**src/design/tkc_pkg.sv**
```systemverilog
// Shared constants for the touch-key counter block.
package tkc_pkg;

  ////////////////////////////////////////////////////////////////////////////
  // Bus geometry.
  localparam int unsigned ADDR_W = 8; // Byte address width.
  localparam int unsigned DATA_W = 32; // APB data width.

  ////////////////////////////////////////////////////////////////////////////
  // Register byte addresses, one aligned word each.
  localparam logic [7:0] ADDR_PRESET = 8'h00; // Slot timer preset.
  localparam logic [7:0] ADDR_CTRL = 8'h04; // Control and status.
  localparam logic [7:0] ADDR_OSCSEL = 8'h08; // Oscillator frequency.
  localparam logic [7:0] ADDR_REFL = 8'h0C; // Reference count low.
  localparam logic [7:0] ADDR_REFH = 8'h10; // Reference count high.
  localparam logic [7:0] ADDR_PINSEL = 8'h14; // Pin function select.
  localparam logic [7:0] ADDR_SRC = 8'h18; // Key and slot clock source.
  localparam logic [7:0] ADDR_ISTAT = 8'h1C; // Interrupt status.
  localparam logic [7:0] ADDR_IMASK = 8'h20; // Interrupt mask.

  ////////////////////////////////////////////////////////////////////////////
  // Field positions.
  localparam int unsigned CTRL_SLOT_OVF = 6; // Slot overflow flag.
  localparam int unsigned CTRL_START = 5; // Start detection.
  localparam int unsigned CTRL_CF_OVF = 4; // C/F counter overflow flag.
  localparam int unsigned CTRL_REF_OVF = 3; // Reference counter overflow.
  localparam int unsigned CTRL_SLOT_SOURCE_SELECT = 2; // Slot source select.
  localparam int unsigned CTRL_CLK = 0; // Counter clock select, 2 bits.
  localparam int unsigned SRC_KEY0 = 0; // Module zero key select, 2 bits.
  localparam int unsigned SRC_KEY1 = 2; // Module one key select.
  localparam int unsigned SRC_CLK0 = 4; // Module zero slot clock source.
  localparam int unsigned SRC_CLK1 = 5; // Module one slot clock source.
  localparam int unsigned IST_SLOT = 0; // Touch interrupt request.
  localparam int unsigned IST_CF = 1; // C/F overflow event.
  localparam int unsigned IST_REF = 2; // Reference overflow event.
  localparam int unsigned IRQ_W = 3; // Interrupt status width.

  ////////////////////////////////////////////////////////////////////////////
  // Values after reset and counter limits.
  localparam logic [7:0] PRESET_RST = 8'h00;
  localparam logic [1:0] OSCSEL_RST = 2'h3;
  localparam logic [5:0] PINSEL_RST = 6'h00;
  localparam logic [5:0] SRC_RST = 6'h00;
  localparam logic [2:0] IMASK_RST = 3'h0;
  localparam logic [4:0] PRESC_LAST = 5'h1F; // Divide by 32.
  localparam logic [7:0] SLOT_LAST = 8'hFF; // Last slot count.
  localparam logic [15:0] CNT_LAST = 16'hFFFF; // Last 16-bit count.
  localparam int unsigned NKEY0 = 4; // Keys of module zero.
  localparam int unsigned NKEY1 = 2; // Keys of module one.
  localparam int unsigned NOSC = NKEY0 + NKEY1 + 2; // Synchronised inputs.

  // Counter clock division codes.
  typedef enum logic [1:0] {TKC_DIV1, TKC_DIV2, TKC_DIV4, TKC_DIV8} tkc_div_e;

  // One-cycle tick of the system clock divided as the code asks.
  function automatic logic tkc_div_tick(input tkc_div_e sel,
                                        input logic [2:0] cnt);
    case (sel)
      TKC_DIV1: tkc_div_tick = 1'b1;
      TKC_DIV2: tkc_div_tick = (cnt[0] == 1'b0);
      TKC_DIV4: tkc_div_tick = (cnt[1:0] == 2'h0);
      TKC_DIV8: tkc_div_tick = (cnt == 3'h0);
      default: tkc_div_tick = 1'b1;
    endcase
  endfunction : tkc_div_tick

endpackage : tkc_pkg

```
**src/design/tkc_unit.sv**
```systemverilog
`timescale 1ns/100ps
// One touch-key module: C/F counter, reference counter and slot timer.
module tkc_unit (
  input wire logic pclk,
  input wire logic presetn,
  input wire logic run,
  input wire logic clear_cnt,
  input wire logic clear_all,
  input wire logic load,
  input wire logic [7:0] preset,
  input wire logic sense_tick,
  input wire logic ref_tick,
  input wire logic slot_tick,
  output logic slot_ovf,
  output logic cf_ovf,
  output logic ref_ovf,
  output logic [15:0] ref_count
);
  import tkc_pkg::*;

  logic [15:0] cf_ff; // Sense oscillator cycles.
  logic [15:0] ref_ff; // Divided system clock cycles.
  logic [4:0] presc_ff; // Divide-by-32 slot prescaler.
  logic [7:0] slot_ff; // Programmable slot counter.
  logic wrap; // Prescaler wraps this cycle.

  assign wrap = run & slot_tick & (presc_ff == PRESC_LAST);
  assign slot_ovf = wrap & (slot_ff == SLOT_LAST);
  assign cf_ovf = run & sense_tick & (cf_ff == CNT_LAST);
  assign ref_ovf = run & ref_tick & (ref_ff == CNT_LAST);
  assign ref_count = ref_ff;

  ////////////////////////////////////////////////////////////////////////////
  // Counters clear first; the slot counter survives a plain stop.
  always_ff @(posedge pclk or negedge presetn) begin
    if (!presetn) begin
      cf_ff <= 16'h0000;
      ref_ff <= 16'h0000;
      presc_ff <= 5'h00;
    end else if (clear_cnt) begin
      cf_ff <= 16'h0000;
      ref_ff <= 16'h0000;
      presc_ff <= 5'h00;
    end else if (run) begin
      cf_ff <= cf_ff + {15'h0000, sense_tick};
      ref_ff <= ref_ff + {15'h0000, ref_tick};
      presc_ff <= presc_ff + {4'h0, slot_tick};
    end
  end

  // The slot counter is preloaded at start and advances on each wrap.
  always_ff @(posedge pclk or negedge presetn) begin
    if (!presetn) begin
      slot_ff <= 8'h00;
    end else if (clear_all) begin
      slot_ff <= 8'h00;
    end else if (load) begin
      slot_ff <= preset;
    end else if (wrap) begin
      slot_ff <= slot_ff + 8'h01;
    end
  end
endmodule : tkc_unit

```
**src/design/tkc_top.sv**
```systemverilog
// Local design decisions: the placing of the registers and the APB slave port.
`timescale 1ns/100ps
module tkc_top (
  input wire logic pclk,
  input wire logic presetn,
  input wire logic psel,
  input wire logic penable,
  input wire logic pwrite,
  input wire logic [tkc_pkg::ADDR_W-1:0] paddr,
  input wire logic [tkc_pkg::DATA_W-1:0] pwdata,
  output logic [tkc_pkg::DATA_W-1:0] prdata,
  output logic pready,
  output logic pslverr,
  input wire logic [tkc_pkg::NKEY0+tkc_pkg::NKEY1-1:0] key_osc_in,
  input wire logic [1:0] ref_osc_in,
  output logic [tkc_pkg::NKEY0+tkc_pkg::NKEY1-1:0] key_pin_touch,
  output logic [tkc_pkg::NKEY0+tkc_pkg::NKEY1-1:0] key_osc_en,
  output logic [1:0] ref_osc_en,
  output logic [1:0] osc_freq_code,
  output logic irq
);
  import tkc_pkg::*;

  ////////////////////////////////////////////////////////////////////////////
  // Declarations.
  logic [7:0] preset_ff; // Slot timer preset.
  logic slot_flag_ff; // Slot overflow flag.
  logic start_ff; // Start detection bit.
  logic start_d_ff; // Start bit one cycle ago.
  logic cf_flag_ff; // C/F overflow flag.
  logic ref_flag_ff; // Reference overflow flag.
  logic slot_source_select_ff; // Shared slot timing select.
  tkc_div_e clk_sel_ff; // Counter clock division.
  logic [1:0] osc_code_ff; // Oscillator frequency code.
  logic [5:0] pin_sel_ff; // One per pin: touch when set.
  logic [5:0] src_ff; // Key and slot clock source bits.
  logic [IRQ_W-1:0] istat_ff; // Sticky event bits.
  logic [IRQ_W-1:0] imask_ff; // Interrupt enables.
  logic running_ff; // A measurement window is open.
  logic [1:0] done_ff; // Module window has ended.
  logic [2:0] div_ff; // Free system clock divider.
  logic [31:0] prdata_ff; // Read data held for the access phase.
  logic [5:0] key_en_ff; // Key oscillator enables.
  logic [1:0] ref_en_ff; // Reference oscillator enables.
  logic [NOSC-1:0] osc_raw; // All oscillator inputs.
  logic [NOSC-1:0] sy1_ff; // First synchroniser stage.
  logic [NOSC-1:0] sy2_ff; // Second synchroniser stage.
  logic [NOSC-1:0] sy3_ff; // Third synchroniser stage.
  logic [NOSC-1:0] lvl_ff; // Accepted level.
  logic [NOSC-1:0] rise; // Accepted rising edge.
  logic setup_ph; // APB setup cycle.
  logic access_ph; // APB access cycle.
  logic wr_ctrl; // Write to the control register.
  logic wr_istat; // Write to the interrupt status.
  logic start_rise; // Start bit went from low to high.
  logic ovf_evt; // Window ends: module zero overflowed, or both with own timing.
  logic cf_evt; // Any C/F counter overflowed.
  logic ref_evt; // Any reference counter overflowed.
  logic clear_cnt; // Clears C/F, reference and prescaler.
  logic ctr_tick; // 16-bit counter clock.
  logic f4_tick; // System clock over four.
  logic [1:0] slot_tick; // Slot clock per module.
  logic [1:0] sense_tick; // Selected key edge per module.
  logic [1:0] run_m; // Per-module counting enable.
  logic [1:0] m_ovf; // Per-module slot overflow.
  logic [1:0] m_cf; // Per-module C/F overflow.
  logic [1:0] m_ref; // Per-module reference overflow.
  logic [15:0] ref0; // Module zero reference count.
  logic [15:0] ref1; // Module one reference count.
  logic [7:0] ctrl_rd; // Control register as read.

  // Decode of the mapped addresses that the error answer uses.
  function automatic logic addr_mapped(input logic [7:0] a);
    case (a)
      ADDR_PRESET, ADDR_CTRL, ADDR_OSCSEL, ADDR_REFL, ADDR_REFH,
      ADDR_PINSEL, ADDR_SRC, ADDR_ISTAT, ADDR_IMASK: addr_mapped = 1'b1;
      default: addr_mapped = 1'b0;
    endcase
  endfunction : addr_mapped

  ////////////////////////////////////////////////////////////////////////////
  // APB slave: zero wait states, error on an unmapped address.
  assign setup_ph = psel & ~penable;
  assign access_ph = psel & penable;
  assign wr_ctrl = access_ph & pwrite & (paddr == ADDR_CTRL);
  assign wr_istat = access_ph & pwrite & (paddr == ADDR_ISTAT);
  assign pready = 1'b1;
  assign pslverr = access_ph & ~addr_mapped(paddr);
  assign prdata = prdata_ff;

  assign ctrl_rd = {1'b0, slot_flag_ff, start_ff, cf_flag_ff, ref_flag_ff,
                    slot_source_select_ff, clk_sel_ff};

  // Read data is fetched in the setup cycle so that the access phase can
  // finish at once; a register that changes in between shows its older value.
  always_ff @(posedge pclk or negedge presetn) begin
    if (!presetn) begin
      prdata_ff <= 32'h0000_0000;
    end else if (setup_ph && !pwrite) begin
      case (paddr)
        ADDR_PRESET: prdata_ff <= {24'h000000, preset_ff};
        ADDR_CTRL: prdata_ff <= {24'h000000, ctrl_rd};
        ADDR_OSCSEL: prdata_ff <= {30'h00000000, osc_code_ff};
        ADDR_REFL: prdata_ff <= {24'h000000, ref0[7:0]};
        ADDR_REFH: prdata_ff <= {24'h000000, ref0[15:8]};
        ADDR_PINSEL: prdata_ff <= {26'h0000000, pin_sel_ff};
        ADDR_SRC: prdata_ff <= {26'h0000000, src_ff};
        ADDR_ISTAT: prdata_ff <= {29'h00000000, istat_ff};
        ADDR_IMASK: prdata_ff <= {29'h00000000, imask_ff};
        default: prdata_ff <= 32'h0000_0000;
      endcase
    end
  end

  ////////////////////////////////////////////////////////////////////////////
  // Plain configuration registers.
  always_ff @(posedge pclk or negedge presetn) begin
    if (!presetn) begin
      preset_ff <= PRESET_RST;
      osc_code_ff <= OSCSEL_RST;
      pin_sel_ff <= PINSEL_RST;
      src_ff <= SRC_RST;
      imask_ff <= IMASK_RST;
    end else if (access_ph && pwrite) begin
      case (paddr)
        ADDR_PRESET: preset_ff <= pwdata[7:0];
        ADDR_OSCSEL: osc_code_ff <= pwdata[1:0];
        ADDR_PINSEL: pin_sel_ff <= pwdata[5:0];
        ADDR_SRC: src_ff <= pwdata[5:0];
        ADDR_IMASK: imask_ff <= pwdata[IRQ_W-1:0];
        default: preset_ff <= preset_ff;
      endcase
    end
  end

  // Start, source select and clock select are software-only fields.
  always_ff @(posedge pclk or negedge presetn) begin
    if (!presetn) begin
      start_ff <= 1'b0;
      slot_source_select_ff <= 1'b0;
      clk_sel_ff <= TKC_DIV1;
      start_d_ff <= 1'b0;
    end else begin
      start_d_ff <= start_ff;
      if (wr_ctrl) begin
        start_ff <= pwdata[CTRL_START];
        slot_source_select_ff <= pwdata[CTRL_SLOT_SOURCE_SELECT];
        clk_sel_ff <= tkc_div_e'(pwdata[CTRL_CLK+:2]);
      end
    end
  end

  ////////////////////////////////////////////////////////////////////////////
  // Sticky flags. Hardware setting wins over a software write of zero.
  // Writing one to the slot flag sets only the flag, never the request.
  always_ff @(posedge pclk or negedge presetn) begin
    if (!presetn) begin
      slot_flag_ff <= 1'b0;
    end else if (ovf_evt) begin
      slot_flag_ff <= 1'b1;
    end else if (wr_ctrl) begin
      slot_flag_ff <= pwdata[CTRL_SLOT_OVF];
    end
  end

  always_ff @(posedge pclk or negedge presetn) begin
    if (!presetn) begin
      cf_flag_ff <= 1'b0;
    end else if (cf_evt) begin
      cf_flag_ff <= 1'b1;
    end else if (wr_ctrl) begin
      cf_flag_ff <= pwdata[CTRL_CF_OVF];
    end
  end

  always_ff @(posedge pclk or negedge presetn) begin
    if (!presetn) begin
      ref_flag_ff <= 1'b0;
    end else if (ref_evt) begin
      ref_flag_ff <= 1'b1;
    end else if (wr_ctrl) begin
      ref_flag_ff <= pwdata[CTRL_REF_OVF];
    end
  end

  ////////////////////////////////////////////////////////////////////////////
  // Interrupt status: write one to clear, a new event wins the same cycle.
  always_ff @(posedge pclk or negedge presetn) begin
    if (!presetn) begin
      istat_ff <= 3'h0;
    end else begin
      istat_ff <= (istat_ff & ~(wr_istat ? pwdata[IRQ_W-1:0] : 3'h0)) |
                  {ref_evt, cf_evt, ovf_evt};
    end
  end

  assign irq = |(istat_ff & imask_ff);

  ////////////////////////////////////////////////////////////////////////////
  // Oscillator inputs come from analog cells outside the clock domain.
  // An edge is accepted only once stages two and three agree.
  assign osc_raw = {ref_osc_in, key_osc_in};

  genvar g;
  generate
    for (g = 0; g < NOSC; g++) begin : g_sync
      always_ff @(posedge pclk or negedge presetn) begin
        if (!presetn) begin
          sy1_ff[g] <= 1'b0;
          sy2_ff[g] <= 1'b0;
          sy3_ff[g] <= 1'b0;
          lvl_ff[g] <= 1'b0;
        end else begin
          sy1_ff[g] <= osc_raw[g];
          sy2_ff[g] <= sy1_ff[g];
          sy3_ff[g] <= sy2_ff[g];
          if (sy2_ff[g] == sy3_ff[g]) begin
            lvl_ff[g] <= sy3_ff[g];
          end
        end
      end
      assign rise[g] = (sy2_ff[g] == sy3_ff[g]) & sy3_ff[g] & ~lvl_ff[g];
    end
  endgenerate

  ////////////////////////////////////////////////////////////////////////////
  // Free divider for the counter clock and the system clock over four.
  always_ff @(posedge pclk or negedge presetn) begin
    if (!presetn) begin
      div_ff <= 3'h0;
    end else begin
      div_ff <= div_ff + 3'h1;
    end
  end

  assign ctr_tick = tkc_div_tick(clk_sel_ff, div_ff);
  assign f4_tick = tkc_div_tick(TKC_DIV4, div_ff);

  // Each module counts the edges of one key chosen by software.
  assign sense_tick[0] = rise[src_ff[SRC_KEY0+:2]];
  assign sense_tick[1] = rise[NKEY0 + {2'h0, src_ff[SRC_KEY1]}];
  assign slot_tick[0] = src_ff[SRC_CLK0] ? f4_tick : rise[NOSC-2];
  assign slot_tick[1] = src_ff[SRC_CLK1] ? f4_tick : rise[NOSC-1];

  ////////////////////////////////////////////////////////////////////////////
  // Window control. With shared timing, module one ignores its own slot
  // counter and closes together with module zero.
  assign start_rise = start_ff & ~start_d_ff;
  assign cf_evt = |m_cf;
  assign ref_evt = |m_ref;
  assign ovf_evt = running_ff & (slot_source_select_ff ? m_ovf[0] :
                   ((m_ovf[0] | done_ff[0]) & (m_ovf[1] | done_ff[1])));
  assign clear_cnt = ~start_ff | ovf_evt;
  assign run_m = {2{running_ff}} & ~done_ff;

  always_ff @(posedge pclk or negedge presetn) begin
    if (!presetn) begin
      running_ff <= 1'b0;
    end else if (ovf_evt) begin
      running_ff <= 1'b0;
    end else if (start_rise) begin
      running_ff <= 1'b1;
    end
  end

  // A module whose own window ended stops counting until the next start.
  always_ff @(posedge pclk or negedge presetn) begin
    if (!presetn) begin
      done_ff <= 2'h0;
    end else if (start_rise || ovf_evt) begin
      done_ff <= 2'h0;
    end else begin
      done_ff <= done_ff | (m_ovf & {~slot_source_select_ff, 1'b1});
    end
  end

  // Oscillators run only inside a window; key oscillators only on touch-mode pins.
  always_ff @(posedge pclk or negedge presetn) begin
    if (!presetn) begin
      key_en_ff <= 6'h00;
      ref_en_ff <= 2'h0;
    end else begin
      key_en_ff <= {{2{run_m[1]}}, {4{run_m[0]}}} & pin_sel_ff;
      ref_en_ff <= run_m;
    end
  end

  assign key_osc_en = key_en_ff;
  assign ref_osc_en = ref_en_ff;
  assign key_pin_touch = pin_sel_ff;
  assign osc_freq_code = osc_code_ff;

  ////////////////////////////////////////////////////////////////////////////
  // The two modules.
  tkc_unit u_module_zero (
    .pclk(pclk), .presetn(presetn), .run(run_m[0]),
    .clear_cnt(clear_cnt), .clear_all(ovf_evt), .load(start_rise),
    .preset(preset_ff), .sense_tick(sense_tick[0]), .ref_tick(ctr_tick),
    .slot_tick(slot_tick[0]), .slot_ovf(m_ovf[0]), .cf_ovf(m_cf[0]),
    .ref_ovf(m_ref[0]), .ref_count(ref0)
  );

  tkc_unit u_module_one (
    .pclk(pclk), .presetn(presetn), .run(run_m[1]),
    .clear_cnt(clear_cnt), .clear_all(ovf_evt), .load(start_rise),
    .preset(preset_ff), .sense_tick(sense_tick[1]), .ref_tick(ctr_tick),
    .slot_tick(slot_tick[1]), .slot_ovf(m_ovf[1]), .cf_ovf(m_cf[1]),
    .ref_ovf(m_ref[1]), .ref_count(ref1)
  );
endmodule : tkc_top

```
**config.mk**
```make
export PLATFORM = sky130hd
export DESIGN_NAME = tkc_top
export DESIGN_NICKNAME = d
export VERILOG_FILES = /design/src/design/tkc_pkg.sv /design/src/design/tkc_unit.sv /design/src/design/tkc_top.sv
export SDC_FILE = /design/constraint.sdc
export NUM_CORES = 1
export LEC_CHECK = 0
export ABC_AREA = 1
export BUFFER_PORTS_ARGS = -buffer_cell sky130_fd_sc_hd__buf_2
export CAP_MARGIN = 0
export CORE_MARGIN = 4
export CORE_UTILIZATION = 33
export DETAILED_ROUTE_END_ITERATION = 7
export SLEW_MARGIN = 20
export SYNTH_ARGS = -nofsm -noshare
export SYNTH_HDL_FRONTEND = slang
export SYNTH_SLANG_ARGS = --single-unit
```
**constraint.sdc**
```tcl
create_clock -name pclk -period 2.13 [get_ports pclk]
set_clock_uncertainty 0.1 [all_clocks]
set_input_delay 0.426 -clock pclk [delete_from_list [all_inputs] [get_ports pclk]]
set_output_delay 0.426 -clock pclk [all_outputs]
set_load 0.05 [all_outputs]
```
After elaboration in Yosys (flattened, before gate mapping)
Index checks and enable logic that the tools add are counted.
Widths: inputs -> output; s select.
{ "totals": {"reg_bits": 204, "in_bits": 53} }
{ "op_classes": {"add_sub_neg": 10, "bitwise_logic": 65, "magnitude_cmp": 2, "reduce_logical": 25, "eq_ne": 27, "mux": 38} }
{ "op_table": {"columns": ["cell", "n"], "rows": [
  ["$mux 16", 8],
  ["$pmux 8 s9", 1],
  ["$add 16x1->16", 4],
  ["$eq 16x16->1 const B", 4],
  ["$mux 8", 6],
  ["$and 1x1->1", 39],
  ["$eq 8x5->1 const B", 4],
  ["$mux 5", 4],
  ["$add 8x1->8 const B", 2],
  ["$eq 8x4->1 const B", 2],
  ["$eq 8x8->1 const B", 2],
  ["$mux 1", 14],
  ["$not 1->1", 14],
  ["$reduce_bool 2->1", 6],
  ["$add 5x1->5", 2],
  ["$eq 5x5->1 const B", 2],
  ["$reduce_and 2->1", 5],
  ["$reduce_or 9->1", 1],
  ["$eq 1x1->1", 8],
  ["$eq 8x3->1 const B", 1],
  ["$eq 8x6->1 const B", 1],
  ["$logic_not 8->1", 1],
  ["$and 3x3->3", 2],
  ["$and 6x6->6", 1],
  ["25 further kinds", 33]
]} }

Depth between registers and ports, before layout
{ "logic_depth": {"depth_word": 13, "ltp_mapped": 15} }

Modules after synthesis
Synthesis repeated with hierarchy kept, for this count alone.
{ "hier_totals": {"hier_cells": 1159, "hier_area_um2": 9540.4} }
{ "modules_own_cells": {"columns": ["mod", "seq_area_each_um2", "area_each_um2", "n_inst", "cells_each"], "rows": [
  ["tkc_unit", 1126.1, 2705.1, 2, 351],
  ["tkc_top", 2254.7, 4130.2, 1, 457]
]} }

Least setup slack after synthesis
No wires, ideal clock.
{ "synth_path": {"kind": "input to output", "from": "input paddr[6] in the netlist's numbering", "to": "output pslverr", "setup_slack_ps": -173, "path_buffers": 0, "t_arrival_ps": 1777, "required_time_ps": 1604, "stages": 8, "cell_sequence": "inv_1 > nand2_1 > nor3_4 > nand2_1 > inv_1 > nor3_1 > nand3_1 > nor2_1"} }
{ "synth_between": {"elab_chain_len": 5, "word_cells_on_any_way": 13} }
{ "synth_lines": {"columns": ["item", "line", "text"], "rows": [
  ["from (decl)", "tkc_top.sv:9", "input wire logic [tkc_pkg::ADDR_W-1:0] paddr,"],
  ["$eq 8x3->1, or another cell as far along", "tkc_top.sv:74", "case (a)"],
  ["$reduce_or 9->1 *", "tkc_top.sv:74", null],
  ["$mux 1 *", "tkc_top.sv:74", null],
  ["$not 1->1 *", "tkc_top.sv:88", "assign pslverr = access_ph & ~addr_mapped(paddr);"],
  ["$and 1x1->1 *", "tkc_top.sv:88", null],
  ["to (decl)", "tkc_top.sv:13", "output logic pslverr,"]
]} }
Mark *: on every way between the ends. The rest lies on a longest branch, timed or not.

Final worst setup path
{ "layout_path": {"from": "register sy2_ff[3]", "to": "register u_module_zero.cf_ff[9]"} }
{ "layout_between": {"elab_chain_len": 8} }
{ "layout_lines": {"columns": ["item", "line", "text"], "rows": [
  ["from (decl)", "tkc_top.sv:47", "logic [NOSC-1:0] sy2_ff;"],
  ["from (signal, indexed assignment)", "tkc_top.sv:215", "sy2_ff[g] <= sy1_ff[g];"],
  ["$eq 1x1->1", "tkc_top.sv:222", "assign rise[g] = (sy2_ff[g] == sy3_ff[g]) & sy3_ff[g] & ~lvl_ff[g];"],
  ["$and 1x1->1 (2 in series)", "tkc_top.sv:222", null],
  ["$bmux 1 s2", "tkc_top.sv:240", "assign sense_tick[0] = rise[src_ff[SRC_KEY0+:2]];"],
  ["$mux 1 (implied by the code)", "tkc_top.sv:240", null],
  ["$add 16x1->16", "tkc_unit.sv:45", "cf_ff <= cf_ff + {15'h0000, sense_tick};"],
  ["$mux 16", "tkc_unit.sv:44", "end else if (run) begin"],
  ["$mux 16", "tkc_unit.sv:40", "end else if (clear_cnt) begin"],
  ["to (signal assigned)", "tkc_unit.sv:45", null],
  ["to (decl)", "tkc_unit.sv:21", "logic [15:0] cf_ff;"]
]} }
Every way passes these cells. The select of a mux whose other input is x is not followed.
A chain may end at the register's enable or synchronous reset.

==> summary.txt <==
ROUTE
-------------------------------------------------------------------------------------
Routed wirelength normalized by instance count                                13.8 um
Total number of vias                                                             7580
DRC marker count from the first detailed-route iteration                          584
Drt via density                                                                  4.63
DRC viols                                                                           0
Post-DRT Antenna Nets                                                               0
Total routed wirelength                                                       22.5 mm
Router iterations before antenna repair                                             5

WORST SETUP PATH
-------------------------------------------------------------------------------------
Reg2reg end                                                              u_module_zero.cf_ff[9]
Crit path capture                                                        u_module_zero.cf_ff[9]
Critical path arrival                                                         2380 ps
WP data required                                                              2390 ps
Nature of the critical path startpoint                                           flop
R2R setup slack                                                                  6 ps
Maximum fanout count along the critical path                                        2
Reg2Reg Launch Point                                                        sy2_ff[3]
R2R depth                                                                          15
Crit path kind                                                           flop to flop
Worst setup path startpoint                                                 sy2_ff[3]
Endpoint type of the worst setup path                                            flop

YOSYS
-------------------------------------------------------------------------------------
Top FF cell, synth                                                            dfrtp_1
Count of different cell masters after synthesis                                    40
Area of the mapped netlist                                               0.00915 sq mm
Most repeated cell in the gate-level netlist after synthesis                  nand2_1
Area fraction of the dominant cell type after synthesis                         48.7%
Number of synthesized register bits                                               180
Cells after Synth                                                                1108
Top cells by count, synth                                                nand2_1 (262), dfrtp_1 (178), nor2_1 (129), inv_1 (128), nand3_1 (67)
Post-synthesis average cell area                                           8.26 sq um
Fraction of the yosys area taken by sequential cells                            49.2%
Number of flops mapped to enable cells by yosys                                     0
Asr flop ratio synth                                                             100%
Top post-synthesis cells by area                                         dfrtp_1 (49%), nand2_1 (11%), nor2_1 (5.3%)
Number of synthesis warnings                                                        0
Top cell type by total area after synthesis                                   dfrtp_1

CELLS AND AREA
-------------------------------------------------------------------------------------
Final standard cell count with taps included and fillers excluded                1636
Final antenna diode count                                                           0
Final net count                                                                  1328
Growth of design area from synthesis to finish                                  26.4%
Final cell area excluding filler cells                                   0.0116 sq mm
Ratio of cells with drive above 1 in the final layout                           22.3%
Register Area                                                            0.00451 sq mm
Count of filler cells inserted in the layout                                     2665
Area of the multi-input gates                                            0.00433 sq mm
Final Core Density                                                              42.7%

FLOORPLAN
-------------------------------------------------------------------------------------
Initial Util                                                                    33.8%
Total Die Area                                                           0.0305 sq mm
Count of pins on the block boundary                                               104
Horizontal die dimension                                                       175 um
Std cell rows                                                                      60
Die Ht                                                                         175 um
Placeable core region                                                    0.0271 sq mm

PWR
-------------------------------------------------------------------------------------
Static leakage                                                                5.38 nW
Highest ir drop seen on vdd                                                0.000515 V
Portion of total power attributed to sequential cells                           47.3%
Total Power                                                                   7.53 mW
Power density normalized to cell area                                     651 mW/mm^2
Net switching power                                                           2.10 mW
Clock power frac                                                                42.8%
Share of total power in combinational logic                                      9.8%
Switching Fraction                                                              27.8%
Internal power                                                                5.43 mW

CTS
-------------------------------------------------------------------------------------
Clock latency on the worst-skew pair                                           430 ps
Library cell used as clock root buffer                                      clkbuf_16
Number of buffers on the longest clock path                                         2
H-tree depth                                                                        4
Clock-pin slew of the registers on the worst-case setup and hold paths          70 ps
TritonCTS Sinks                                                                   180
CTS tree                                                                         done
Number of CTS-inserted buffers                                                     17

TIMING
-------------------------------------------------------------------------------------
Setup TNS                                                                        0 ps
Min cycle time layout                                                         2120 ps
Post-route fraction of the period consumed by the critical path                 99.7%
Final Slew Violations                                                               0
Worst-case hold slack                                                          142 ps
F_max                                                                         471 MHz
Setup repair after global routing missed its margin                               yes
Final hold viol count                                                               0
Final Setup Violations                                                              0
Setup ws final                                                                5.79 ps

PLACE
-------------------------------------------------------------------------------------
Cell area reported after detailed placement                              0.0103 sq mm
Half-perimeter wire length after detailed placement                           15.6 mm
Instance count after placement with tap cells included                           1583
Worst Setup Slack post-DPL                                                    -153 ps
Global placer's final weighted congestion                                       0.860
Total of buffers placed on input and output ports                                  54

GRT
-------------------------------------------------------------------------------------
Gr ovfl total                                                                       0
Via count of the first global-routing pass                                       7421
Largest net degree at the start of global routing                                  56
Global routing usage summed across all routing layers                           14.7%
Wire length of the first global-routing pass                                  36.9 mm
Initial antenna violation count                                                     0

WORST HOLD PATH
-------------------------------------------------------------------------------------
Worst min path class                                                     input port to flop
Cell count of the worst hold path                                                   2

OUTCOME
-------------------------------------------------------------------------------------
Outcome                                                                  finished clean

JOB
-------------------------------------------------------------------------------------
# Max-Cap Violations                                                                0

## worst max-delay path, cell delays in order, from the launching register on
cell	delay, ps
dfrtp_1	360
ha_1	150
nand2_1	40
o221ai_1	160
o31ai_1	100
inv_1	140
ha_4	170
inv_2	40
nor2_4	100
nand3_4	90
buf_6	140
nor2_4	90
nand2_2	70
nor2_1	90
nor2_1	50
nor3_1	160
## layout by cell type, fill, tap and decap left out, types with 16 or more instances in the layout
cell,n
conb_1,25
a21oi_1,36
clkbuf_16,18
dfrtp_1,178
nand3_1,58
nand4_1,32
nor3_1,25
xor2_1,32
nand2_1,247
o211ai_1,16
inv_1,117
buf_2,52
o21ai_0,54
buf_4,76
nor2_1,111
## cell families (layout without fill, tap and decap cells)
group / count (synthesis) / count (layout) / share of synthesized area [%]
and+or+nand+nor: 551 / 551 / 26.3
buffers and inverters: 182 / 315 / 8.89
DFF: 180 / 180 / 49.2
muxes: 9 / 9 / 1.11
adders and majority gates: 24 / 24 / 3.28
AOI/OAI and AO/OA: 118 / 118 / 7.10
xor gates and xnor gates: 42 / 42 / 4.02
other: 2 / 25 / 0.0821
## final cells by class
| cell class | count | share of cell area [%] |
|---|---|---|
| multi-input combinational | 769 | 37.5 |
| tap | 372 | 4.02 |
| inverter | 130 | 4.25 |
| timing repair buffer | 153 | 10.1 |
| clock inverter | 14 | 1.40 |
| clock buffer | 18 | 3.80 |
| sequential | 180 | 39.0 |
## registers in the layout (all words and copies together), names as in the netlist, 2 cells and up
register / cells
istat_ff: 3
clk_sel_ff: 2
u_module_zero.presc_ff: 5
u_module_zero.slot_ff: 8
u_module_one.slot_ff: 8
u_module_zero.cf_ff: 16
imask_ff: 3
preset_ff: 8
key_osc_en: 6
u_module_zero.ref_count: 16
done_ff: 2
u_module_one.cf_ff: 16
src_ff: 6
sy1_ff: 8
lvl_ff: 8
prdata: 8
u_module_one.ref_count: 16
sy3_ff: 8
ref_osc_en: 2
sy2_ff: 8
osc_freq_code: 2
div_ff: 3
key_pin_touch: 6
u_module_one.presc_ff: 5
## worst min-delay path by stage
stage	start	endpoint	slack [ps]
2_1_floorplan	presetn	cf_flag_ff	30
3_3_place_gp	sy1_ff[3]	sy2_ff[3]	230
3_5_place_dp	sy1_ff[4]	sy2_ff[4]	240
4_1_cts	pwdata[6]	preset_ff[6]	120
5_1_grt	pwdata[6]	preset_ff[6]	120
6_report	pwdata[6]	preset_ff[6]	140
## power groups by stage
stage / registers (mW) / logic [mW] / clock network, mW
2_1_floorplan: 3.66 / 0.384 / 0
3_3_place_gp: 3.62 / 0.692 / 0
3_5_place_dp: 3.63 / 0.697 / 0
4_1_cts: 3.56 / 0.721 / 3.31
5_1_grt: 3.57 / 0.817 / 3.47
6_report: 3.56 / 0.741 / 3.23
## layer usage
layer | wire [um] | global-route usage [%] | vias up
li1 | - | - | 3794
met1 | 10400 | 20.4 | 3639
met2 | 11000 | 23.9 | 122
met3 | 840 | 3.00 | 25
met4 | 269 | 3.37 | 0
met5 | 0 | 0 | -
## repair_timing
| item | CTS | global route |
|---|---|---|
| hold buffers | 9 | 0 |
| pin swaps | 15 | 47 |
| gates resized for setup | 35 | 79 |
| setup buffers | 5 | 7 |
| hold endpoints to repair | 57 | 0 |
| cloned | 0 | 1 |
| setup endpoints to repair | 24 | 87 |
(Power assumes the default switching activity.)
